[config.mk]
export PLATFORM = sky130hd
export DESIGN_NAME = isl_status_latch
export DESIGN_NICKNAME = d
export VERILOG_FILES = /design/src/shared/isl_pkg.sv /design/src/rtl/isl_flag_bank.sv /design/src/rtl/isl_xfer_count.sv /design/src/rtl/isl_status_latch.sv
export SDC_FILE = /design/constraint.sdc
export NUM_CORES = 1
export LEC_CHECK = 0
export BUFFER_PORTS_ARGS = -buffer_cell sky130_fd_sc_hd__buf_2
export CAP_MARGIN = 20
export CORE_AREA = 2 2 118 120
export DETAILED_ROUTE_END_ITERATION = 6
export DIE_AREA = 0 0 120 122
export HOLD_SLACK_MARGIN = 0.12
export PLACE_DENSITY = 0.72
export SLEW_MARGIN = 20
export SYNTH_ARGS = -nofsm -noshare
export SYNTH_HDL_FRONTEND = slang
export SYNTH_SLANG_ARGS = --single-unit
[constraint.sdc]
create_clock -name mclk_in -period 2.5 [get_ports mclk_in]
set_clock_uncertainty 0.2 [all_clocks]
set_input_delay 0.5 -clock mclk_in [delete_from_list [all_inputs] [get_ports mclk_in]]
set_output_delay 0.5 -clock mclk_in [all_outputs]
set_load 0.005 [all_outputs]
[src/shared/isl_pkg.sv]
// constants shared by the interrupt status latch and its helpers
package isl_pkg;
    // host register map
    localparam int ISL_ADDR_W = 8;
    localparam logic [7:0] ISL_ADDR_FLAGS = 8'h58;
    localparam logic [7:0] ISL_ADDR_BYTE_TEST = 8'h64;
    localparam logic [31:0] ISL_READ_ZERO = 32'h0000_0000;

    // flag positions in the event flag register
    localparam int ISL_BIT_SOFTWARE = 31;
    localparam int ISL_BIT_TX_HALTED = 25;
    localparam int ISL_BIT_RX_HALTED = 24;
    localparam int ISL_BIT_DROP_MID = 23;
    localparam int ISL_BIT_TX_COMPLETION = 21;
    localparam int ISL_BIT_RX_TRANSFER = 20;
    localparam int ISL_BIT_TIMER_WRAP = 19;
    localparam int ISL_BIT_TRANSCEIVER = 18;
    localparam int ISL_BIT_POWER = 17;
    localparam int ISL_BIT_TX_STATUS_OVF = 16;
    localparam int ISL_BIT_RX_OVERSIZE = 15;
    localparam int ISL_BIT_RX_ERROR = 14;
    localparam int ISL_BIT_TX_ERROR = 13;
    localparam int ISL_BIT_TX_UNDERRUN = 11;
    localparam int ISL_BIT_TX_OVERRUN = 10;
    localparam int ISL_BIT_TX_SPACE = 9;
    localparam int ISL_BIT_TX_STATUS_FULL = 8;
    localparam int ISL_BIT_TX_STATUS_LEVEL = 7;
    localparam int ISL_BIT_RX_DROP = 6;
    localparam int ISL_BIT_RX_DATA_LEVEL = 5;
    localparam int ISL_BIT_RX_STATUS_FULL = 4;
    localparam int ISL_BIT_RX_STATUS_LEVEL = 3;
    localparam int ISL_BIT_PIN_LOW = 0;
    localparam int ISL_PIN_COUNT = 3;

    // bits cleared by writing one, and bits that read back
    localparam logic [31:0] ISL_CLEARABLE_MASK = 32'h83BB_EFFF;
    localparam logic [31:0] ISL_READABLE_MASK = 32'h83BF_EFFF;
    localparam logic [31:0] ISL_FLAGS_RESET = 32'h0000_0000;

    // source thresholds
    localparam logic [31:0] ISL_DROP_BEFORE_MID = 32'h7FFF_FFFF;
    localparam logic [31:0] ISL_DROP_AFTER_MID = 32'h8000_0000;
    localparam logic [15:0] ISL_TIMER_FROM = 16'h0000;
    localparam logic [15:0] ISL_TIMER_TO = 16'hFFFF;
    localparam logic [15:0] ISL_OVERSIZE_BYTES = 16'h0800;
    localparam logic [7:0] ISL_COUNT_ZERO = 8'h00;
    localparam logic [7:0] ISL_COUNT_ONE = 8'h01;
endpackage

[src/rtl/isl_flag_bank.sv]
// bank of sticky write-one-to-clear flags, set wins over clear
`timescale 1ns/1ps
`default_nettype none
module isl_flag_bank
    import isl_pkg::*;
(
    input wire logic mclk_in,
    input wire logic reset_in,
    input wire logic [31:0] set_in,
    input wire logic [31:0] clear_in,
    output logic [31:0] flags_out
);
    typedef struct packed {
        logic [31:0] flags;
    } isl_bank_t;

    isl_bank_t state;
    isl_bank_t next_state;
    logic [31:0] next_bits;

    // one sticky cell per bit
    genvar i;
    generate
        for (i = 0; i < 32; i = i + 1) begin : g_cell
            assign next_bits[i] = set_in[i] | (state.flags[i] & ~clear_in[i]);
        end
    endgenerate

    // next state
    always_comb begin
        next_state = state;
        next_state.flags = next_bits;
    end

    // state register
    always_ff @(posedge mclk_in) begin
        if (reset_in) begin
            state.flags <= ISL_FLAGS_RESET;
        end else begin
            state <= next_state;
        end
    end

    assign flags_out = state.flags;
endmodule
`default_nettype wire

[src/rtl/isl_xfer_count.sv]
// counts receive FIFO reads down from the programmed transfer count
`timescale 1ns/1ps
`default_nettype none
module isl_xfer_count
    import isl_pkg::*;
(
    input wire logic mclk_in,
    input wire logic reset_in,
    input wire logic load_in,
    input wire logic [7:0] count_in,
    input wire logic read_in,
    output logic done_out
);
    typedef struct packed {
        logic [7:0] remaining;
        logic done;
    } isl_xfer_t;

    isl_xfer_t state;
    isl_xfer_t next_state;

    // a load restarts the count; the last read pulses done
    always_comb begin
        next_state = state;
        next_state.done = 1'b0;
        if (load_in) begin
            next_state.remaining = count_in;
        end else if (read_in && state.remaining != ISL_COUNT_ZERO) begin
            next_state.remaining = state.remaining - ISL_COUNT_ONE;
            next_state.done = (state.remaining == ISL_COUNT_ONE);
        end
    end

    // state register
    always_ff @(posedge mclk_in) begin
        if (reset_in) begin
            state.remaining <= ISL_COUNT_ZERO;
            state.done <= 1'b0;
        end else begin
            state <= next_state;
        end
    end

    assign done_out = state.done;
endmodule
`default_nettype wire

[src/rtl/isl_status_latch.sv]
// interrupt event flag register with its event detection and host port
`timescale 1ns/1ps
`default_nettype none
module isl_status_latch
    import isl_pkg::*;
(
    input wire logic mclk_in,
    input wire logic reset_in,
    // host register port
    input wire logic host_wr_in,
    input wire logic host_rd_in,
    input wire logic [7:0] host_addr_in,
    input wire logic [31:0] host_wdata_in,
    output logic [31:0] host_rdata_out,
    // enable mask held elsewhere
    input wire logic [31:0] irq_enable_mask_in,
    input wire logic software_request_enable_in,
    // transmit and receive engine
    input wire logic stop_tx_request_in,
    input wire logic tx_halted_in,
    input wire logic rx_halted_in,
    input wire logic [31:0] drop_count_in,
    input wire logic tx_buffer_loaded_in,
    input wire logic request_completion_notice_in,
    input wire logic rx_transfer_load_in,
    input wire logic [7:0] receive_transfer_count_in,
    input wire logic rx_fifo_read_in,
    input wire logic [15:0] timer_value_in,
    input wire logic transceiver_event_in,
    input wire logic power_event_in,
    input wire logic tx_status_overflow_in,
    input wire logic rx_packet_done_in,
    input wire logic [15:0] rx_packet_bytes_in,
    input wire logic rx_error_in,
    input wire logic tx_error_in,
    input wire logic tx_data_underrun_in,
    input wire logic tx_data_write_in,
    input wire logic tx_data_full_in,
    input wire logic [7:0] tx_free_blocks_in,
    input wire logic [7:0] tx_space_level_in,
    input wire logic tx_status_full_in,
    input wire logic [7:0] tx_status_used_in,
    input wire logic [7:0] tx_status_level_in,
    input wire logic rx_frame_dropped_in,
    input wire logic [7:0] rx_free_blocks_in,
    input wire logic [7:0] rx_space_level_in,
    input wire logic rx_status_full_in,
    input wire logic [7:0] rx_status_used_in,
    input wire logic [7:0] rx_status_level_in,
    input wire logic [2:0] pin_events_in,
    // results
    output logic [31:0] interrupt_event_flags_out,
    output logic master_irq_out,
    output logic power_irq_out,
    output logic wake_out
);
    typedef struct packed {
        logic [31:0] drop_prev;
        logic [15:0] timer_prev;
        logic transceiver_event_flag;
        logic [31:0] rdata;
        logic master_irq;
        logic power_irq;
        logic wake;
    } isl_main_t;

    isl_main_t state;
    isl_main_t next_state;

    logic [31:0] set_vec;
    logic [31:0] clear_vec;
    logic [31:0] latched;
    logic [31:0] status_view;
    logic rx_transfer_done;
    logic flags_write;
    logic byte_test_write;

    // decode of host writes
    assign flags_write = host_wr_in && (host_addr_in == ISL_ADDR_FLAGS);
    assign byte_test_write = host_wr_in && (host_addr_in == ISL_ADDR_BYTE_TEST);

    assign clear_vec = flags_write ? (host_wdata_in & ISL_CLEARABLE_MASK) : ISL_READ_ZERO;

    // receive transfer count tracker
    isl_xfer_count u_xfer (
        .mclk_in(mclk_in),
        .reset_in(reset_in),
        .load_in(rx_transfer_load_in),
        .count_in(receive_transfer_count_in),
        .read_in(rx_fifo_read_in),
        .done_out(rx_transfer_done)
    );

    // event sources gathered into one set vector
    always_comb begin
        set_vec = ISL_READ_ZERO;
        set_vec[ISL_BIT_SOFTWARE] = software_request_enable_in;
        set_vec[ISL_BIT_TX_HALTED] = stop_tx_request_in & tx_halted_in;
        set_vec[ISL_BIT_RX_HALTED] = rx_halted_in;
        set_vec[ISL_BIT_DROP_MID] = (state.drop_prev == ISL_DROP_BEFORE_MID)
            && (drop_count_in == ISL_DROP_AFTER_MID);
        set_vec[ISL_BIT_TX_COMPLETION] = tx_buffer_loaded_in
            & request_completion_notice_in;
        set_vec[ISL_BIT_RX_TRANSFER] = rx_transfer_done;
        set_vec[ISL_BIT_TIMER_WRAP] = (state.timer_prev == ISL_TIMER_FROM)
            && (timer_value_in == ISL_TIMER_TO);
        set_vec[ISL_BIT_POWER] = power_event_in;
        set_vec[ISL_BIT_TX_STATUS_OVF] = tx_status_overflow_in;
        set_vec[ISL_BIT_RX_OVERSIZE] = rx_packet_done_in
            && (rx_packet_bytes_in > ISL_OVERSIZE_BYTES);
        set_vec[ISL_BIT_RX_ERROR] = rx_error_in;
        set_vec[ISL_BIT_TX_ERROR] = tx_error_in;
        set_vec[ISL_BIT_TX_UNDERRUN] = tx_data_underrun_in;
        set_vec[ISL_BIT_TX_OVERRUN] = tx_data_write_in & tx_data_full_in;
        set_vec[ISL_BIT_TX_SPACE] = tx_free_blocks_in > tx_space_level_in;
        set_vec[ISL_BIT_TX_STATUS_FULL] = tx_status_full_in;
        set_vec[ISL_BIT_RX_STATUS_FULL] = rx_status_full_in;
        set_vec[ISL_BIT_TX_STATUS_LEVEL] = tx_status_used_in > tx_status_level_in;
        set_vec[ISL_BIT_RX_DATA_LEVEL] = rx_free_blocks_in < rx_space_level_in;
        set_vec[ISL_BIT_RX_STATUS_LEVEL] = rx_status_used_in > rx_status_level_in;
        set_vec[ISL_BIT_RX_DROP] = rx_frame_dropped_in;
        set_vec[ISL_BIT_PIN_LOW +: ISL_PIN_COUNT] = pin_events_in;
    end

    // sticky flags; reserved bits are never set so they stay zero
    isl_flag_bank u_bank (
        .mclk_in(mclk_in),
        .reset_in(reset_in),
        .set_in(set_vec & ISL_CLEARABLE_MASK),
        .clear_in(clear_vec),
        .flags_out(latched)
    );

    // register view: latched flags plus the registered transceiver level
    always_comb begin
        status_view = latched;
        status_view[ISL_BIT_TRANSCEIVER] = state.transceiver_event_flag;
        status_view = status_view & ISL_READABLE_MASK;
    end

    // next state of the main block
    always_comb begin
        next_state = state;
        // history for the step detectors, and the registered transceiver level
        next_state.drop_prev = drop_count_in;
        next_state.timer_prev = timer_value_in;
        next_state.transceiver_event_flag = transceiver_event_in;
        // register read answer, unmapped reads return zero
        if (host_rd_in) begin
            if (host_addr_in == ISL_ADDR_FLAGS) begin
                next_state.rdata = status_view;
            end else begin
                next_state.rdata = ISL_READ_ZERO;
            end
        end
        next_state.master_irq = |(status_view & irq_enable_mask_in);
        next_state.power_irq = status_view[ISL_BIT_POWER]
            & irq_enable_mask_in[ISL_BIT_POWER];
        next_state.wake = byte_test_write;
    end

    // state register
    always_ff @(posedge mclk_in) begin
        if (reset_in) begin
            state.drop_prev <= ISL_READ_ZERO;
            // parked at the wrap target so a timer at FFFFh after reset is no false wrap
            state.timer_prev <= ISL_TIMER_TO;
            state.transceiver_event_flag <= 1'b0;
            state.rdata <= ISL_READ_ZERO;
            state.master_irq <= 1'b0;
            state.power_irq <= 1'b0;
            state.wake <= 1'b0;
        end else begin
            state <= next_state;
        end
    end

    // outputs come straight from flops
    assign host_rdata_out = state.rdata;
    assign interrupt_event_flags_out = latched;
    assign master_irq_out = state.master_irq;
    assign power_irq_out = state.power_irq;
    assign wake_out = state.wake;
endmodule
`default_nettype wire

* After elaboration in Yosys (flattened, before gate mapping)
Index checks and enable logic that the tools add are counted.
** Storage, ports and cells
- Bits of input ports :: 235
- Flip-flop bits (word level) :: 125
- Memory bits (read-only) :: 0
- Word-level logic and storage cells :: 131
- Output and inout port bits :: 67
- RAM bits :: 0
- Memories :: 0
- Latch bits :: 0
** Cells by class
- Multiply operators :: 0
- $add $sub $neg :: 1
- Divide/modulo/power cells :: 0
- Shift-type cells :: 0
- Reduce and logical (&&, ||, !) cells :: 11
- Bitwise logic cells :: 94
- Equal/unequal tests :: 6
- Magnitude comparators :: 5
- Mux-type cells :: 4
** Operators with widths (number)
- $mux W32 :: 2
- $and A1 B1 Y1 :: 36
- $not A1 Y1 :: 33
- $and A32 B32 Y32 :: 1
- $eq A32 B31 Y1 const B :: 1
- $eq A32 B32 Y1 const B :: 1
- $reduce_or A32 Y1 :: 1
- $gt A8 B8 Y1 :: 3
- $or A1 B1 Y1 :: 24
- $eq A16 B16 Y1 const B :: 1
- $eq A8 B7 Y1 const B :: 2
- $gt A16 B12 Y1 const B :: 1
- $logic_not A16 Y1 :: 1
- $mux W9 :: 1
- $eq A8 B1 Y1 const B :: 1
- $lt A8 B8 Y1 :: 1
- $mux W8 :: 1
- $reduce_bool A8 Y1 :: 1
- $sub A8 B1 Y8 const B :: 1
- $logic_and A1 B1 Y1 :: 6
- $reduce_or A3 Y1 :: 1
- $reduce_bool A2 Y1 :: 1

* Longest topological paths before layout
- Word-level depth :: 6
- Gate-level depth with buffers :: 7

* By module
Synthesis repeated with hierarchy kept, for this count alone.
** Second synthesis, totals
- Cell total of the unflattened synthesis :: 640
- Area, all modules :: 5790.6 um^2
** By module, submodules not included
- isl_status_latch :: times used 1, cells an instance 447, area each 4088.9 um^2
- isl_flag_bank :: times used 1, cells an instance 131, area each 1154.9 um^2
- isl_xfer_count :: times used 1, cells an instance 62, area each 546.8 um^2

* Worst setup path before layout
OpenSTA, ideal clock, no wires.
- Kind :: input to register
- Start :: input host_addr_in[1]
- End :: register u_bank.state (netlist bit u_bank.flags_out[23])
- Arrival time :: 1.571 ns
- Buffers on the path :: 2
- Data required time :: 2.172 ns
- Path slack :: 0.601 ns
- Stages on the path :: 7
- Cells stage by stage :: nor4b_1 -> and3_1 -> buf_2 -> buf_2 -> nand2_1 -> a32oi_1 -> nor2_1
** Between the ends
- Cells in the longest elaborated chain, start to end :: 6
** Ends and longest elaborated chain
- start, declared :: line isl_status_latch.sv:12 : input wire logic [7:0] host_addr_in,
- $eq A8 B7 Y1 :: line isl_status_latch.sv:79 : assign flags_write = host_wr_in && (host_addr_in == ISL_ADDR_FLAGS);
- $logic_and A1 B1 Y1 :: line isl_status_latch.sv:79
- $mux W32 :: line isl_status_latch.sv:82 : assign clear_vec = flags_write ? (host_wdata_in & ISL_CLEARABLE_MASK) : ISL_READ_ZERO;
- $not A1 Y1 :: line isl_flag_bank.sv:25 : assign next_bits[i] = set_in[i] | (state.flags[i] & ~clear_in[i]);
- $and A1 B1 Y1 :: line isl_flag_bank.sv:25
- $or A1 B1 Y1 :: line isl_flag_bank.sv:25
- end signal, assigned :: line isl_flag_bank.sv:40 : state <= next_state;
- end, declared :: line isl_flag_bank.sv:17 : isl_bank_t state;
No other way between the ends.
A chain may end at the register's enable or synchronous reset.

* Worst setup path in the final report
- Start :: register u_xfer.state[1] (netlist name)
- End :: register u_xfer.state[5] (netlist name)
** Between the ends
- Cells in the longest elaborated chain, start to end :: 3
- Elaborated cells on any way between the ends :: 6
- Those cells by class :: add/sub: 1; mux: 2; reduce/logical: 3
** Ends and longest elaborated chain
- start, declared :: line isl_xfer_count.sv:19 : isl_xfer_t state;
- start signal, assigned :: line isl_xfer_count.sv:40 : state <= next_state;
- $sub A8 B1 Y8 or $reduce_bool A8 Y1 (tied branches) :: line isl_xfer_count.sv:29, isl_xfer_count.sv:28
- $mux W9 or $logic_and A1 B1 Y1 (tied branches) :: line isl_xfer_count.sv:28 : end else if (read_in && state.remaining != ISL_COUNT_ZERO) begin
- $mux W8 or $reduce_bool A2 Y1 (tied branches)
Parallel ways exist; a longest one is shown, timed or not. The select of a mux whose other input is x is not followed.

==> results.json <==
{
  "status": "finished clean",
  "drv_slew": 0,
  "viasPerCell": 4.78,
  "final_core_util_pct": 50.3,
  "synth-simple-area-share_pct": 25.2,
  "synth_seq_cells": 110,
  "place.gp.congestion": 0.802,
  "cp_max_fo": 4,
  "cts_post_setup_buffers_inserted": 0,
  "dr_wl_met2_microns": 7380,
  "maxCapViolations": 0,
  "ir_drop_mv": 0.287,
  "hold_end": "state[40]",
  "synth-adder-area-share_pct": 8.24,
  "power_leakage_nw": 3.36,
  "synth_top_family_by_area": "simple AND/OR/NAND/NOR gates",
  "r2r_start": "u_xfer.state[1]",
  "ys_warn_count": 0,
  "worst_slew_pin_slew_ps": 554,
  "syn_area_per_cell_sq_um": 8.85,
  "synthXorXnorAreaFrac_pct": 0.849,
  "grt_pass1_vias": 4605,
  "grt_pass1_wl_microns": 22200,
  "power_density_nw_per_um2": 577,
  "async_flop_share_pct": 0,
  "crit_type": "register to register",
  "wl_met1_microns": 5890,
  "crit_path_top_delay_cell": "or4bb_2",
  "coreArea_sq_um": 13500,
  "cts_resized": 0,
  "cts_made_buffers": 9,
  "drtIter0Drc": 263,
  "rows": 43,
  "slew_headroom_pct": 63.1,
  "fin_crit_sh_pct": 79.7,
  "max_freq_mhz": 502,
  "overflow": 0,
  "endpoint_kind": "register",
  "clkTransAtPathRegs_ps": 70,
  "wl_per_cell_microns": 14.3,
  "r2r_end": "u_xfer.state[5]",
  "cts_hold_buf": 0,
  "diodes": 0,
  "ys.flop_type": "dfxtp_1",
  "areaGrowthSynthToFinish_pct": 31.7,
  "drt_first_pass_iters": 4,
  "synth_edf_count": 0,
  "drt_drc_violations_left": 0,
  "synth_mux_area_share_pct": 1.16,
  "vias": 4826,
  "clock_path_buffers": 2,
  "synth_seq_area_share_pct": 42.7,
  "cts_sinks": 110,
  "cts_tree": "yes",
  "route.met3.wl_microns": 873,
  "rsz0062_at_grt": "no",
  "cp.arrival_ps": 2080,
  "drive_gt1_share_pct": 38.1,
  "finalHoldViolCount": 0,
  "grt_max_degree": 48,
  "min_period_ps": 1990,
  "synth_compound_area_share_pct": 11.6,
  "synthCells": 583,
  "hp-start": "timer_value_in[4]",
  "dieArea_sq_um": 14600,
  "tns_ps": 0,
  "io_buffers": 271,
  "drt-total-wl_microns": 14400,
  "synth.cell_area_sq_um": 5160,
  "dp_hpwl_microns": 11500,
  "grt_use_total_pct": 19.7,
  "top_layer": "met4",
  "nNetsFinal": 1094,
  "initial_core_util_pct": 38.2,
  "fp.dieH_microns": 122,
  "timing.critical_path.slowest_cell_delay_ps": 600,
  "r2r_cells": 7,
  "worstHoldPathCells": 2,
  "ant_nets": 0,
  "cp_cell_sequence": "inv_1 -> ha_1 -> or4bb_2 -> a21oi_1 -> xor2_1 -> mux2i_1 -> nor2_1",
  "hp-class": "input port to register",
  "setup_viol_count_final": 0,
  "yosysUniqueCellTypes": 54,
  "clk_latency_ps": 350,
  "pin_count": 302,
  "die_width_microns": 120,
  "rrSetupSlack_ps": 510,
  "antenna_found_initial": 0,
  "htreeDepth": 3,
  "root_buffer": "clkbuf_16",
  "worstPathRequired_ps": 2590,
  "cp-start-kind": "register"
}
[layout by cell type (no fill, tap or decap), types with 3 or more instances in the layout]
cell       Yosys  routed
a211oi_1       5       5
a21oi_1       54      54
buf_4         40       5
a22oi_1       10      10
dfxtp_1      110     110
nor2_1        55      55
xor2_1         4       4
ha_1          34      34
and3_1         3       3
mux2i_1        6       6
nor2b_1       62      62
a21o_1         5       5
o21ai_0        6       6
inv_1         36      36
nand2_1       31      31
or4_1          4       4
nor4b_1        4       4
conb_1         1      15
clkbuf_16      0       9
buf_2          6     270
or2_2         16      16
nand4_1       20      20
buf_12         0       3
nor4_1        13      13
nand3_1        6       6
a221oi_1       3       3
[layout make-up]
class	instances	area, sq um
fill	1330	6710
clock inverter	7	80.1
clock buffer	9	225
inverter	36	135
multi-input combinational	390	2480
tap	180	225
sequential	110	2200
timing repair buffer	278	1450
[worst max-delay path by stage]
| stage | depth (start not counted) | start | to |
|---|---|---|---|
| final | 7 | u_xfer.state[1] | u_xfer.state[5] |
| after global routing | 6 | u_xfer.state[1] | u_xfer.state[6] |
| after CTS | 6 | u_xfer.state[1] | u_xfer.state[6] |
| after detailed placement | 7 | host_addr_in[0] | u_bank.flags_out[5] |
| after global placement | 7 | host_addr_in[0] | u_bank.flags_out[5] |
| after floorplan | 7 | host_addr_in[1] | u_bank.flags_out[23] |
[cell usage after synthesis, drive strengths merged (2+ instances only)]
cell	instances	share of area, %
dfxtp	110	43
nor2b	62	7.5
nor2	55	4.0
a21oi	54	5.2
buf	49	6.8
inv	36	2.6
ha	34	8.2
nand2	31	2.3
nand4	20	2.4
or2	16	1.9
nor4	14	2.0
clkbuf	12	0.87
a22oi	10	1.5
o21ai	7	0.68
mux2i	6	1.2
nand3	6	0.58
a211oi	5	0.73
a21o	5	0.73
or4	5	0.80
nor3	4	0.58
nor4b	4	0.68
xor2	4	0.68
a221oi	3	0.51
and3	3	0.36
a21boi	2	0.29
a22o	2	0.34
and4	2	0.34
nand2b	2	0.24
o31ai	2	0.29
[registers in the layout, indices dropped and copies added, names as in the netlist]
signal / cells
u_bank.flags_out: 24
power_irq_out: 1
u_xfer.state: 8
master_irq_out: 1
state: 49
host_rdata_out: 25
wake_out: 1
u_xfer.done_out: 1
[power breakdown]
group          total (mW)  switching, mW  internal, mW
clock                1.46          0.667         0.792
combinational       0.555          0.257         0.299
sequential           1.91         0.0737          1.84
total                3.92          0.997          2.93
[worst max-delay path: cells and delay by family, from the launching register on]
family / cells / cell delay, ps
and+or+nand+nor: 2 / 690
DFF: 1 / 330
adders and majority gates: 1 / 180
AOI/OAI and AO/OA: 1 / 170
xor gates and xnor gates: 1 / 160
buffers and inverters: 1 / 120
muxes: 1 / 80
[cells by family after synthesis]
logic type | count (synthesis)
buffers and inverters | 97
xor gates and xnor gates | 5
and+or+nand+nor | 232
DFF | 110
AOI/OAI and AO/OA | 98
muxes | 6
adders and majority gates | 34
other | 1
[metrics by stage]
step	cell area (sq um)	power (mW)	worst slack [ps]	hold WS, ps	instances
final	6800	3.92	507	146	1010
after global routing	6800	4.14	336	140	1010
after floorplan	5210	2.22	601	213	597
after detailed placement	6490	2.51	328	273	994
after global placement	6490	2.50	342	264	994
after CTS	6800	3.98	500	127	1010
[per-layer routing]
layer	GRT usage [%]	up-vias
met5	0	-
met4	8.16	0
met3	3.23	18
met2	36.0	198
met1	22.7	2182
li1	-	2428
No activity file was read; power rests on OpenSTA's default activity.
